### config.mk
export PLATFORM = sky130hd
export DESIGN_NAME = ulb_dev_flat
export DESIGN_NICKNAME = d
export VERILOG_FILES = /design/src/core/ulb_pkg.sv /design/src/core/ulb_if.sv /design/src/core/ulb_dev.sv /design/src/flat_wrapper.sv
export SDC_FILE = /design/constraint.sdc
export NUM_CORES = 1
export LEC_CHECK = 0
export BUFFER_PORTS_ARGS = -buffer_cell sky130_fd_sc_hd__buf_2
export CAP_MARGIN = 10
export CORE_AREA = 2 2 113 115
export CTS_BUF_LIST = sky130_fd_sc_hd__clkbuf_4
export DETAILED_ROUTE_END_ITERATION = 10
export DIE_AREA = 0 0 115 117
export PLACE_DENSITY_LB_ADDON = 0.2
export SYNTH_ARGS = -nofsm -noshare
export SYNTH_HDL_FRONTEND = slang
export SYNTH_SLANG_ARGS = --single-unit
### constraint.sdc
create_clock -name i_clk -period 2.5 [get_ports i_clk]
set_input_delay 0.25 -clock i_clk [delete_from_list [all_inputs] [get_ports i_clk]]
set_output_delay 0.25 -clock i_clk [all_outputs]
set_load 0.1 [all_outputs]
### src/core/ulb_pkg.sv
// ulb_pkg: constants shared by the serial port end and the line node end.
// assumes one 10 MHz system clock; register offsets and the serial port's bit positions live here, node control and status bits are coded in ulb_node.
package ulb_pkg;
  // clock and line rate
  localparam int          CLK_HZ        = 10_000_000;
  localparam int          LIN_BAUD      = 19_200;
  localparam logic [15:0] NODE_BIT_CLKS = 16'(CLK_HZ / LIN_BAUD - 1);
  localparam logic [15:0] DIV_RST       = 16'h0040;
  // serial port register index
  localparam logic [2:0] REG_BAUD_CTRL = 3'h0;
  localparam logic [2:0] REG_TX_STAT   = 3'h1;
  localparam logic [2:0] REG_RX_STAT   = 3'h2;
  localparam logic [2:0] REG_RX_DATA   = 3'h3;
  localparam logic [2:0] REG_TX_DATA   = 3'h4;
  localparam logic [2:0] REG_DIV_LO    = 3'h5;
  localparam logic [2:0] REG_DIV_HI    = 3'h6;
  // bit positions
  localparam int BC_OVF = 7, BC_RECEIVE_IDLE_FLAG = 6, BC_WUE = 1, BC_AUTOBAUD_ENABLE = 0;
  localparam int TS_TRANSMIT_ENABLE = 5, TS_SYNC = 4, TS_SEND_BREAK_REQUEST = 3, TS_TRANSMIT_SHIFT_EMPTY = 1;
  localparam int RS_FRAMING_ERROR_FLAG = 2, RS_TRANSMIT_BUFFER_EMPTY_FLAG = 1, RS_PEND = 0;
  // auto-baud and frame shapes
  localparam logic [2:0]  ABD_PRE_LAST  = 3'h7;
  localparam logic [2:0]  ABD_LAST_EDGE = 3'h4;
  localparam int          BREAK_ZEROS   = 12;
  localparam logic [3:0]  CHAR_BITS     = 4'hA;
  localparam logic [3:0]  BREAK_BITS    = 4'(BREAK_ZEROS + 2);
  localparam logic [13:0] BREAK_FRAME   = 14'h2000;
  // node registers (byte addresses)
  localparam logic [7:0] N_CTRL = 8'h00, N_TXDATA = 8'h04, N_BRKLEN = 8'h08;
  localparam logic [7:0] N_BITCLK = 8'h0C, N_STATUS = 8'h10, N_RXDATA = 8'h14;
  localparam logic [4:0] WAKE_MIN_BITS = 5'h0A;
  localparam logic [4:0] LIN_BREAK_LEN = 5'h0D;
  localparam logic [1:0] RESP_OKAY = 2'h0, RESP_SLVERR = 2'h2;
  // receiver states, gray along idle-start-data-stop
  typedef enum logic [2:0] {
    RX_IDLE = 3'b000, RX_START = 3'b001, RX_DATA = 3'b011, RX_STOP = 3'b010,
    RX_ABDW = 3'b110, RX_ABDC  = 3'b111, RX_WAKE = 3'b101
  } ulb_rx_t;
endpackage

### src/core/ulb_if.sv
// ulb_if: the two serial lines between the serial port and the line node.
// assumes both ends run on the same clock; lines idle high.
`timescale 1ns/1ps
interface ulb_if;
  logic tx_line;     // serial port to node
  logic rx_data_pin; // node to serial port
  modport dev  (output tx_line, input rx_data_pin);
  modport node (input tx_line, output rx_data_pin);
endinterface // ulb_if

### src/core/ulb_dev.sv
// ulb_dev: asynchronous serial port with auto-baud, wake on break and break send.
// assumes lines synchronous to i_clk; register port is a simple one-cycle strobe port.
`timescale 1ns/1ps
module ulb_dev
(
  // clock and reset
  input  wire logic       i_clk,
  input  wire logic       i_reset_n,
  // serial lines
  ulb_if.dev              lin,
  // register port
  input  wire logic [2:0] i_addr,
  input  wire logic       i_wr,
  input  wire logic       i_rd,
  input  wire logic [7:0] i_wdata,
  output logic      [7:0] o_rdata,
  // power state and events
  input  wire logic       i_sleep,
  output logic            o_rx_pending,
  output logic            o_wake
);
  ulb_pkg::ulb_rx_t rx_st_r, st_nxt;
  logic [15:0] div_r, div_nxt, rx_tmr_r, tmr_nxt, tx_tmr_r;
  logic [13:0] tsr_r;
  logic [7:0]  rx_sh_r, sh_nxt, rxdata_r, txbuf_r, rd_mux;
  logic [3:0]  rx_bits_r, bits_nxt, tx_bits_r;
  logic [2:0]  abd_pre_r, abd_edges_r;
  logic        ovf_r, autobaud_enable_r, wue_r, transmit_enable_r, sync_r, send_break_request_r, pend_r, framing_error_flag_r;
  logic        txbuf_full_r, tx_busy_r, tx_brk_r, rx_prev_r;
  logic        rx_done, wake_fall, wake_rise, abd_go, abd_inc, abd_done;

  // register decode
  wire wr_baud = i_wr & (i_addr == ulb_pkg::REG_BAUD_CTRL);
  wire wr_txs  = i_wr & (i_addr == ulb_pkg::REG_TX_STAT);
  wire wr_txd  = i_wr & (i_addr == ulb_pkg::REG_TX_DATA);
  wire wr_dlo  = i_wr & (i_addr == ulb_pkg::REG_DIV_LO);
  wire wr_dhi  = i_wr & (i_addr == ulb_pkg::REG_DIV_HI);
  wire rd_rx   = i_rd & (i_addr == ulb_pkg::REG_RX_DATA);

  // line edges and stepping; the wake watcher alone runs while asleep
  wire rx_in     = lin.rx_data_pin;
  wire rx_fall   = rx_prev_r & ~rx_in;
  wire rx_rise   = ~rx_prev_r & rx_in;
  wire run       = ~i_sleep;
  wire wue_eff   = wue_r & ~sync_r;
  wire wake_mode = (rx_st_r == ulb_pkg::RX_WAKE) | ((rx_st_r == ulb_pkg::RX_IDLE) & wue_eff);
  wire step      = run | wake_mode;
  wire rx_tick   = (rx_tmr_r == 16'h0000);
  wire pend_set  = step & (rx_done | abd_done | wake_fall);
  wire ovf_set   = step & abd_inc & ~abd_done & (div_r == 16'hFFFF);

  // transmitter control terms
  wire tx_tick = (tx_tmr_r == 16'h0000);
  wire tx_load = run & ~tx_busy_r & txbuf_full_r & transmit_enable_r;
  wire tx_adv  = run & tx_busy_r & tx_tick;
  wire tx_end  = tx_adv & (tx_bits_r == 4'h1);

  // receiver, auto-baud and wake sequencing
  always_comb
  begin
    st_nxt    = rx_st_r;
    tmr_nxt   = rx_tick ? div_r : rx_tmr_r - 16'h0001;
    bits_nxt  = rx_bits_r;
    sh_nxt    = rx_sh_r;
    rx_done   = 1'b0;
    wake_fall = 1'b0;
    wake_rise = 1'b0;
    abd_go    = 1'b0;
    abd_inc   = 1'b0;
    abd_done  = 1'b0;
    case (rx_st_r)
      ulb_pkg::RX_IDLE:
        if (wue_eff)
          st_nxt = ulb_pkg::RX_WAKE;
        else if (autobaud_enable_r)
          st_nxt = ulb_pkg::RX_ABDW;
        else if (rx_fall)
        begin
          st_nxt  = ulb_pkg::RX_START;
          tmr_nxt = div_r >> 1;                                // sample mid bit
        end
      ulb_pkg::RX_WAKE:
        if (!wue_eff)
          st_nxt = ulb_pkg::RX_IDLE;
        else
        begin
          wake_fall = rx_fall;
          if (rx_rise)
          begin
            wake_rise = 1'b1;
            st_nxt    = ulb_pkg::RX_IDLE;
          end
        end
      ulb_pkg::RX_START:
        if (rx_tick)
        begin
          st_nxt   = rx_in ? ulb_pkg::RX_IDLE : ulb_pkg::RX_DATA; // glitch rejected
          bits_nxt = 4'h0;
        end
      ulb_pkg::RX_DATA:
        if (rx_tick)
        begin
          sh_nxt   = {rx_in, rx_sh_r[7:1]};
          bits_nxt = rx_bits_r + 4'h1;
          if (rx_bits_r == 4'h7)
            st_nxt = ulb_pkg::RX_STOP;
        end
      ulb_pkg::RX_STOP:
        if (rx_tick)
        begin
          rx_done = 1'b1;
          st_nxt  = ulb_pkg::RX_IDLE;
        end
      ulb_pkg::RX_ABDW:
        if (!autobaud_enable_r)
          st_nxt = ulb_pkg::RX_IDLE;
        else if (rx_rise)
        begin
          abd_go = 1'b1;
          st_nxt = ulb_pkg::RX_ABDC;
        end
      ulb_pkg::RX_ABDC:
        if (!autobaud_enable_r)
          st_nxt = ulb_pkg::RX_IDLE;
        else
        begin
          abd_inc = (abd_pre_r == ulb_pkg::ABD_PRE_LAST);
          if (rx_rise && abd_edges_r == ulb_pkg::ABD_LAST_EDGE)
          begin
            abd_done = 1'b1;
            st_nxt   = ulb_pkg::RX_IDLE;
          end
        end
      default:
        st_nxt = ulb_pkg::RX_IDLE;
    endcase
  end

  // divisor pair doubles as the measurement counter; it wraps, never stops early
  always_comb
  begin
    div_nxt = div_r;
    if (step & abd_go)
      div_nxt = 16'h0001;
    else if (step & abd_inc & ~abd_done)
      div_nxt = div_r + 16'h0001;
    else if (wr_dlo)
      div_nxt = {div_r[15:8], i_wdata};
    else if (wr_dhi)
      div_nxt = {i_wdata, div_r[7:0]};
  end

  // receiver registers, frozen while asleep except for the wake watcher
  always_ff @(posedge i_clk or negedge i_reset_n)
  begin
    if (!i_reset_n)
    begin
      rx_st_r     <= ulb_pkg::RX_IDLE;
      rx_tmr_r    <= 16'h0000;
      rx_bits_r   <= 4'h0;
      rx_sh_r     <= 8'h00;
      abd_pre_r   <= 3'h0;
      abd_edges_r <= 3'h0;
    end
    else if (step)
    begin
      rx_st_r     <= st_nxt;
      rx_tmr_r    <= tmr_nxt;
      rx_bits_r   <= bits_nxt;
      rx_sh_r     <= sh_nxt;
      abd_pre_r   <= abd_go ? 3'h0 : abd_pre_r + 3'h1;
      abd_edges_r <= abd_go ? 3'h1 : abd_edges_r + {2'h0, rx_rise};
    end
  end

  // control and status flags; hardware set beats software clear
  always_ff @(posedge i_clk or negedge i_reset_n)
  begin
    if (!i_reset_n)
    begin
      rx_prev_r <= 1'b1;
      div_r     <= ulb_pkg::DIV_RST;
      ovf_r     <= 1'b0;
      autobaud_enable_r   <= 1'b0;
      wue_r     <= 1'b0;
      pend_r    <= 1'b0;
      framing_error_flag_r    <= 1'b0;
      rxdata_r  <= 8'h00;
    end
    else
    begin
      rx_prev_r <= rx_in;
      div_r     <= div_nxt;
      ovf_r     <= ovf_set | (ovf_r & ~(wr_baud & ~i_wdata[ulb_pkg::BC_OVF] & ~autobaud_enable_r));
      autobaud_enable_r   <= wr_baud ? i_wdata[ulb_pkg::BC_AUTOBAUD_ENABLE] : autobaud_enable_r & ~(step & abd_done);
      wue_r     <= wr_baud ? i_wdata[ulb_pkg::BC_WUE] : wue_r & ~(step & wake_rise);
      pend_r    <= pend_set | (pend_r & ~rd_rx);
      if (step & rx_done)
      begin
        rxdata_r <= rx_sh_r;
        framing_error_flag_r   <= ~rx_in;                                    // low stop bit
      end
    end
  end

  // transmit buffer, control bits and read data
  always_ff @(posedge i_clk or negedge i_reset_n)
  begin
    if (!i_reset_n)
    begin
      transmit_enable_r       <= 1'b0;
      sync_r       <= 1'b0;
      send_break_request_r      <= 1'b0;
      txbuf_r      <= 8'h00;
      txbuf_full_r <= 1'b0;
      o_rdata      <= 8'h00;
    end
    else
    begin
      if (wr_txs)
      begin
        transmit_enable_r <= i_wdata[ulb_pkg::TS_TRANSMIT_ENABLE];
        sync_r <= i_wdata[ulb_pkg::TS_SYNC];
      end
      send_break_request_r      <= wr_txs ? i_wdata[ulb_pkg::TS_SEND_BREAK_REQUEST] : send_break_request_r & ~(tx_end & tx_brk_r);
      txbuf_full_r <= wr_txd | (txbuf_full_r & ~tx_load);      // preload allowed during break
      if (wr_txd)
        txbuf_r <= i_wdata;
      if (i_rd)
        o_rdata <= rd_mux;
    end
  end

  // shift register; idle fill is ones so the line rests high
  always_ff @(posedge i_clk or negedge i_reset_n)
  begin
    if (!i_reset_n)
    begin
      tsr_r     <= 14'h3FFF;
      tx_bits_r <= 4'h0;
      tx_busy_r <= 1'b0;
      tx_brk_r  <= 1'b0;
      tx_tmr_r  <= 16'h0000;
    end
    else if (tx_load)
    begin
      tsr_r     <= send_break_request_r ? ulb_pkg::BREAK_FRAME : {5'h1F, txbuf_r, 1'b0};
      tx_bits_r <= send_break_request_r ? ulb_pkg::BREAK_BITS : ulb_pkg::CHAR_BITS;
      tx_brk_r  <= send_break_request_r;
      tx_busy_r <= 1'b1;
      tx_tmr_r  <= div_r;
    end
    else if (tx_adv)
    begin
      tsr_r     <= {1'b1, tsr_r[13:1]};
      tx_bits_r <= tx_bits_r - 4'h1;
      tx_busy_r <= ~tx_end;                                    // next queued byte follows
      tx_tmr_r  <= div_r;
    end
    else if (run & tx_busy_r)
      tx_tmr_r <= tx_tmr_r - 16'h0001;
  end

  // read selection and outputs
  always_comb
  begin
    case (i_addr)
      ulb_pkg::REG_BAUD_CTRL: rd_mux = {ovf_r, rx_st_r == ulb_pkg::RX_IDLE, 4'h0, wue_r, autobaud_enable_r};
      ulb_pkg::REG_TX_STAT:   rd_mux = {2'h0, transmit_enable_r, sync_r, send_break_request_r, 1'b0, ~tx_busy_r, 1'b0};
      ulb_pkg::REG_RX_STAT:   rd_mux = {5'h00, framing_error_flag_r, ~txbuf_full_r, pend_r};
      ulb_pkg::REG_RX_DATA:   rd_mux = rxdata_r;
      ulb_pkg::REG_DIV_LO:    rd_mux = div_r[7:0];
      ulb_pkg::REG_DIV_HI:    rd_mux = div_r[15:8];
      default:                rd_mux = 8'h00;
    endcase
  end

  assign lin.tx_line  = tsr_r[0];
  assign o_rx_pending = pend_r;
  assign o_wake       = pend_r | (i_sleep & wue_eff & ~rx_in);
endmodule // ulb_dev

### src/flat_wrapper.sv
// flat-port wrapper written by rule: the top's interface ports become plain ports
module ulb_dev_flat 
  (i_clk, i_reset_n, i_addr, i_wr, i_rd, i_wdata, o_rdata, i_sleep, o_rx_pending, o_wake, lin_tx_line, lin_rx_data_pin);
  ulb_if lin_i ();
  input  wire logic i_clk;
  input  wire logic i_reset_n;
  input  wire logic [2:0] i_addr;
  input  wire logic i_wr;
  input  wire logic i_rd;
  input  wire logic [7:0] i_wdata;
  output logic      [7:0] o_rdata;
  input  wire logic i_sleep;
  output logic o_rx_pending;
  output logic o_wake;
  output wire logic [$bits(lin_i.tx_line)-1:0] lin_tx_line;
  input wire logic [$bits(lin_i.rx_data_pin)-1:0] lin_rx_data_pin;
  assign lin_tx_line = lin_i.tx_line;
  assign lin_i.rx_data_pin = lin_rx_data_pin;
  ulb_dev u_core (.i_clk(i_clk), .i_reset_n(i_reset_n), .lin(lin_i), .i_addr(i_addr), .i_wr(i_wr), .i_rd(i_rd), .i_wdata(i_wdata), .o_rdata(o_rdata), .i_sleep(i_sleep), .o_rx_pending(o_rx_pending), .o_wake(o_wake));
endmodule
==> flow_summary_export.csv <==
group,metric,value,unit
placed_design,hpwl,13500,um
sta,finalSetupViolations,0,
global_routing,gr-usage-all-layers,0.304,
global_routing,grt_max_degree,56,
drt,wl,19300,um
drt,routedWlPerCell,19.6,um
drt,met3_wirelength,1270,um
power_and_ir_drop,ir_worst_vdd,0.535,mV
sta,worst_slew_pin_slew,0.967,ns
cells_and_area,fin_cells,987,
synthesis,syn_nets,813,
critical_path,cp-endpoint,"u_core.div_r[14]$_DFFE_PN0P_",
critical_path,r2r-end,"u_core.div_r[14]$_DFFE_PN0P_",
drt,vias,6499,
sta,period_minus_slack,2.31,ns
critical_path,critical_path_required,2.94,ns
critical_path,critPathArrivalTime,2.76,ns
drt,met1Wirelength,8450,um
placed_design,portBuffers,27,
cts,cts.sinks,122,
cells_and_area,fin_util,0.646,
sta,fin_setup_tns,0,ns
cts,clockBufferDepth,2,
power_and_ir_drop,p_sw_frac,0.407,
power_and_ir_drop,power_frac_comb,0.330,
power_and_ir_drop,clockPowerShare,0.200,
cts,clock_latency,0.55,ns
cells_and_area,syn_to_final_growth,11.4,%
sta,rsz0062_at_grt,"false",
critical_path,startpoint_type,"register",
floorplan,dieWidth,115,um
floorplan,dieArea,13500,sq um
status,status,"complete, no violations",
synthesis,synth_seq_cells,122,
critical_path,crit_path_end_kind,"register",
sta,period_share,0.926,
critical_path,critical_path.startpoint,"u_core.rx_prev_r$_DFF_PN1_",
placed_design,gp_congestion,0.930,
drt,antenna_left,0,
global_routing,grt_pass1_wl,31700,um
drt,drt_iter0_drc,726,
cells_and_area,drive_above_1_share,0.197,
critical_path,reg2reg_depth,7,
cts,cts.clk_slew.worst_paths,0.11,ns
drt,drc,0,
global_routing,grt_pass1_vias,6185,
cts,cts.htree.levels,4,
synthesis,synth_top_area_share,0.375,
global_routing,grt_antenna_before_repair,0,
cells_and_area,antennaDiodeCount,0,
drt,wl_met2,8940,um
critical_path,timing.reg2reg.setup_slack,0.19,ns
synthesis,ys_warn_count,0,
synthesis,synth-edff-count,0,
power_and_ir_drop,power,6.97,mW
critical_path,critPathMaxFanout,9,
global_routing,grt-ovfl-total,0,
sta,hold_viol,0,
critical_path,worst-setup-path-type,"reg2reg",
synthesis,netlist_top_cells_count,"dfrtp_1 (107), nand2_1 (92), o21ai_0 (51)",
sta,fmax,432,MHz
placed_design,dp_cells,948,
sta,max_slew_margin,0.350,
power_and_ir_drop,p_switching,2.84,mW
power_and_ir_drop,cellPowerDensity,877,nW/um^2
floorplan,ios,28,
cts,cts_tree,"done",
synthesis,synth_top_area_cell,"dfrtp_1",
floorplan,rows,41,
synthesis,synth.area.top_cells,"dfrtp_1 (38%), dfstp_2 (5.5%), nand2_1 (4.8%)",
sta,report.final.slew_viol_count,0,
power_and_ir_drop,pwr-share-seq,0.470,
synthesis,yosysMostFrequentCell,"dfrtp_1",
synthesis,synthArstFlopShare,1.00,
drt,via_per_inst,6.58,
synthesis,avgSynthCellArea,9.11,sq um
synthesis,post_synth_num_cell_types,80,
sta,finClkSkew,0.0121,ns
hold_path,hp-class,"in2reg",
cts,numCtsBuffers,17,
floorplan,core_area,12300,sq um
synthesis,netlist_instances,784,
synthesis,ys.flop_type,"dfrtp_1",
sta,holdWs,0.0194,ns
power_and_ir_drop,p_leak,3.39,nW
power_and_ir_drop,intPower,4.14,mW
cells_and_area,fin_nets,853,
drt,highest_layer,"met4",
critical_path,r2r_start,"u_core.rx_prev_r$_DFF_PN1_",
floorplan,start_util,0.580,
synthesis,synthesis.area,7140,sq um
cts,cts-root-buf,"clkbuf_4",
run,cap_violations,0,
drt,dr.pass1.iters,6,
synthesis,ys_seq_area_frac,0.430,
floorplan,die_y,117,um
## logic make-up after synthesis
| family | count (synthesis) | synth area share |
|---|---|---|
| xor gates and xnor gates | 12 | 0.0147 |
| DFF | 122 | 0.430 |
| buffers and inverters | 85 | 0.0478 |
| adders and majority gates | 12 | 0.0210 |
| AOI/OAI and AO/OA | 214 | 0.201 |
| muxes | 42 | 0.0638 |
| and+or+nand+nor | 297 | 0.222 |
## power by group through the flow
stage / Clock, mW / Combinational, mW / Sequential [mW]
final: 1.39 / 2.30 / 3.28
after detailed placement: 0 / 2.25 / 3.27
after CTS: 1.41 / 2.27 / 3.25
after global placement: 0 / 2.17 / 3.24
after global routing: 1.49 / 2.55 / 3.36
after floorplan: 0 / 1.63 / 3.12
## flip-flops by register name, indices dropped and copies added (netlist names), 3 cells and up
| register | cells |
|---|---|
| u_core.div_r | 16 |
| u_core.rx_tmr_r | 16 |
| u_core.tx_tmr_r | 16 |
| u_core.tsr_r | 13 |
| u_core.o_rdata | 8 |
| u_core.rx_sh_r | 8 |
| u_core.rxdata_r | 8 |
| u_core.txbuf_r | 8 |
| u_core.rx_bits_r | 4 |
| u_core.tx_bits_r | 4 |
| u_core.abd_edges_r | 3 |
| u_core.abd_pre_r | 3 |
| u_core.rx_st_r | 3 |
## per-stage QoR
step	worst slack, ns	instance area (sq um)
floorplan	0.344	7140
global placement	0.121	7560
detailed placement	0.0434	7560
CTS	0.0785	7900
global route	0.0160	7950
finish	0.185	7950
## critical path: stages (launching register included)
cell and delay (ns):
dfstp_2 0.54, nand2b_1 0.23, inv_1 0.15, a311oi_1 0.34, buf_4 0.20, o2bb2ai_1 0.22, a21o_1 0.25, a211o_1 0.29
## placed cells by master (no fill, tap or decap), drive strengths merged, types with 5 or more instances in the layout
master	Yosys	final
nand2	92	92
o211ai	9	9
ha	12	12
or3	10	10
o221ai	8	8
nor3	26	26
a22oi	16	16
inv	34	35
dlygate4sd3	0	6
o31ai	7	7
nor2	51	51
or4	5	5
xnor2	6	6
xor2	6	6
buf	13	66
nand2b	7	7
nand4	10	10
nand3	36	36
a32oi	8	8
dfrtp	107	107
nor4	12	12
nor2b	9	9
a221o	5	5
dfstp	15	15
or2	5	5
mux2i	14	14
clkbuf	38	20
nor4b	5	5
o21ai	52	52
clkinv	0	5
a21o	7	7
a21oi	44	44
mux2	28	28
a31oi	8	8
o22ai	9	9
## how the worst min path moves through the flow
| stage | startpoint | endpoint | slack (ns) | depth (start not counted) |
|---|---|---|---|---|
| floorplan | i_reset_n | u_core.abd_edges_r[0]$_DFFE_PN0P_ | -0.05 | 0 |
| global placement | i_reset_n | u_core.rx_bits_r[2]$_DFFE_PN0P_ | 0.26 | 1 |
| detailed placement | i_reset_n | u_core.rx_bits_r[0]$_DFFE_PN0P_ | 0.26 | 1 |
| CTS | i_wdata[3] | u_core.txbuf_r[3]$_DFFE_PN0P_ | 0.0007 | 2 |
| global route | i_wdata[3] | u_core.txbuf_r[3]$_DFFE_PN0P_ | 0.002 | 2 |
| finish | i_wdata[3] | u_core.txbuf_r[3]$_DFFE_PN0P_ | 0.02 | 2 |
## per-layer routing
| layer | vias to the layer above | GRT usage |
|---|---|---|
| met3 | 55 | 0.0541 |
| li1 | 2994 | - |
| met1 | 3159 | 0.413 |
| met4 | 0 | 0.138 |
| met2 | 291 | 0.481 |
| met5 | - | 0 |
## timing repair
action | in CTS | in global routing
hold buffers | 6 | 0
setup endpoints to repair | 0 | 33
endpoints found under the hold margin | 42 | 0
setup buffers | 0 | 1
gates resized for setup | 0 | 8
## layout make-up
| class | instances | area [sq um] |
|---|---|---|
| Clock buffer | 20 | 150 |
| Multi-Input combinational cell | 577 | 3760 |
| Tap cell | 150 | 188 |
| Inverter | 34 | 128 |
| Sequential cell | 122 | 3070 |
| Clock inverter | 12 | 126 |
| Fill cell | 1033 | 4360 |
| Timing Repair Buffer | 72 | 528 |
(Power assumes the default switching activity.)
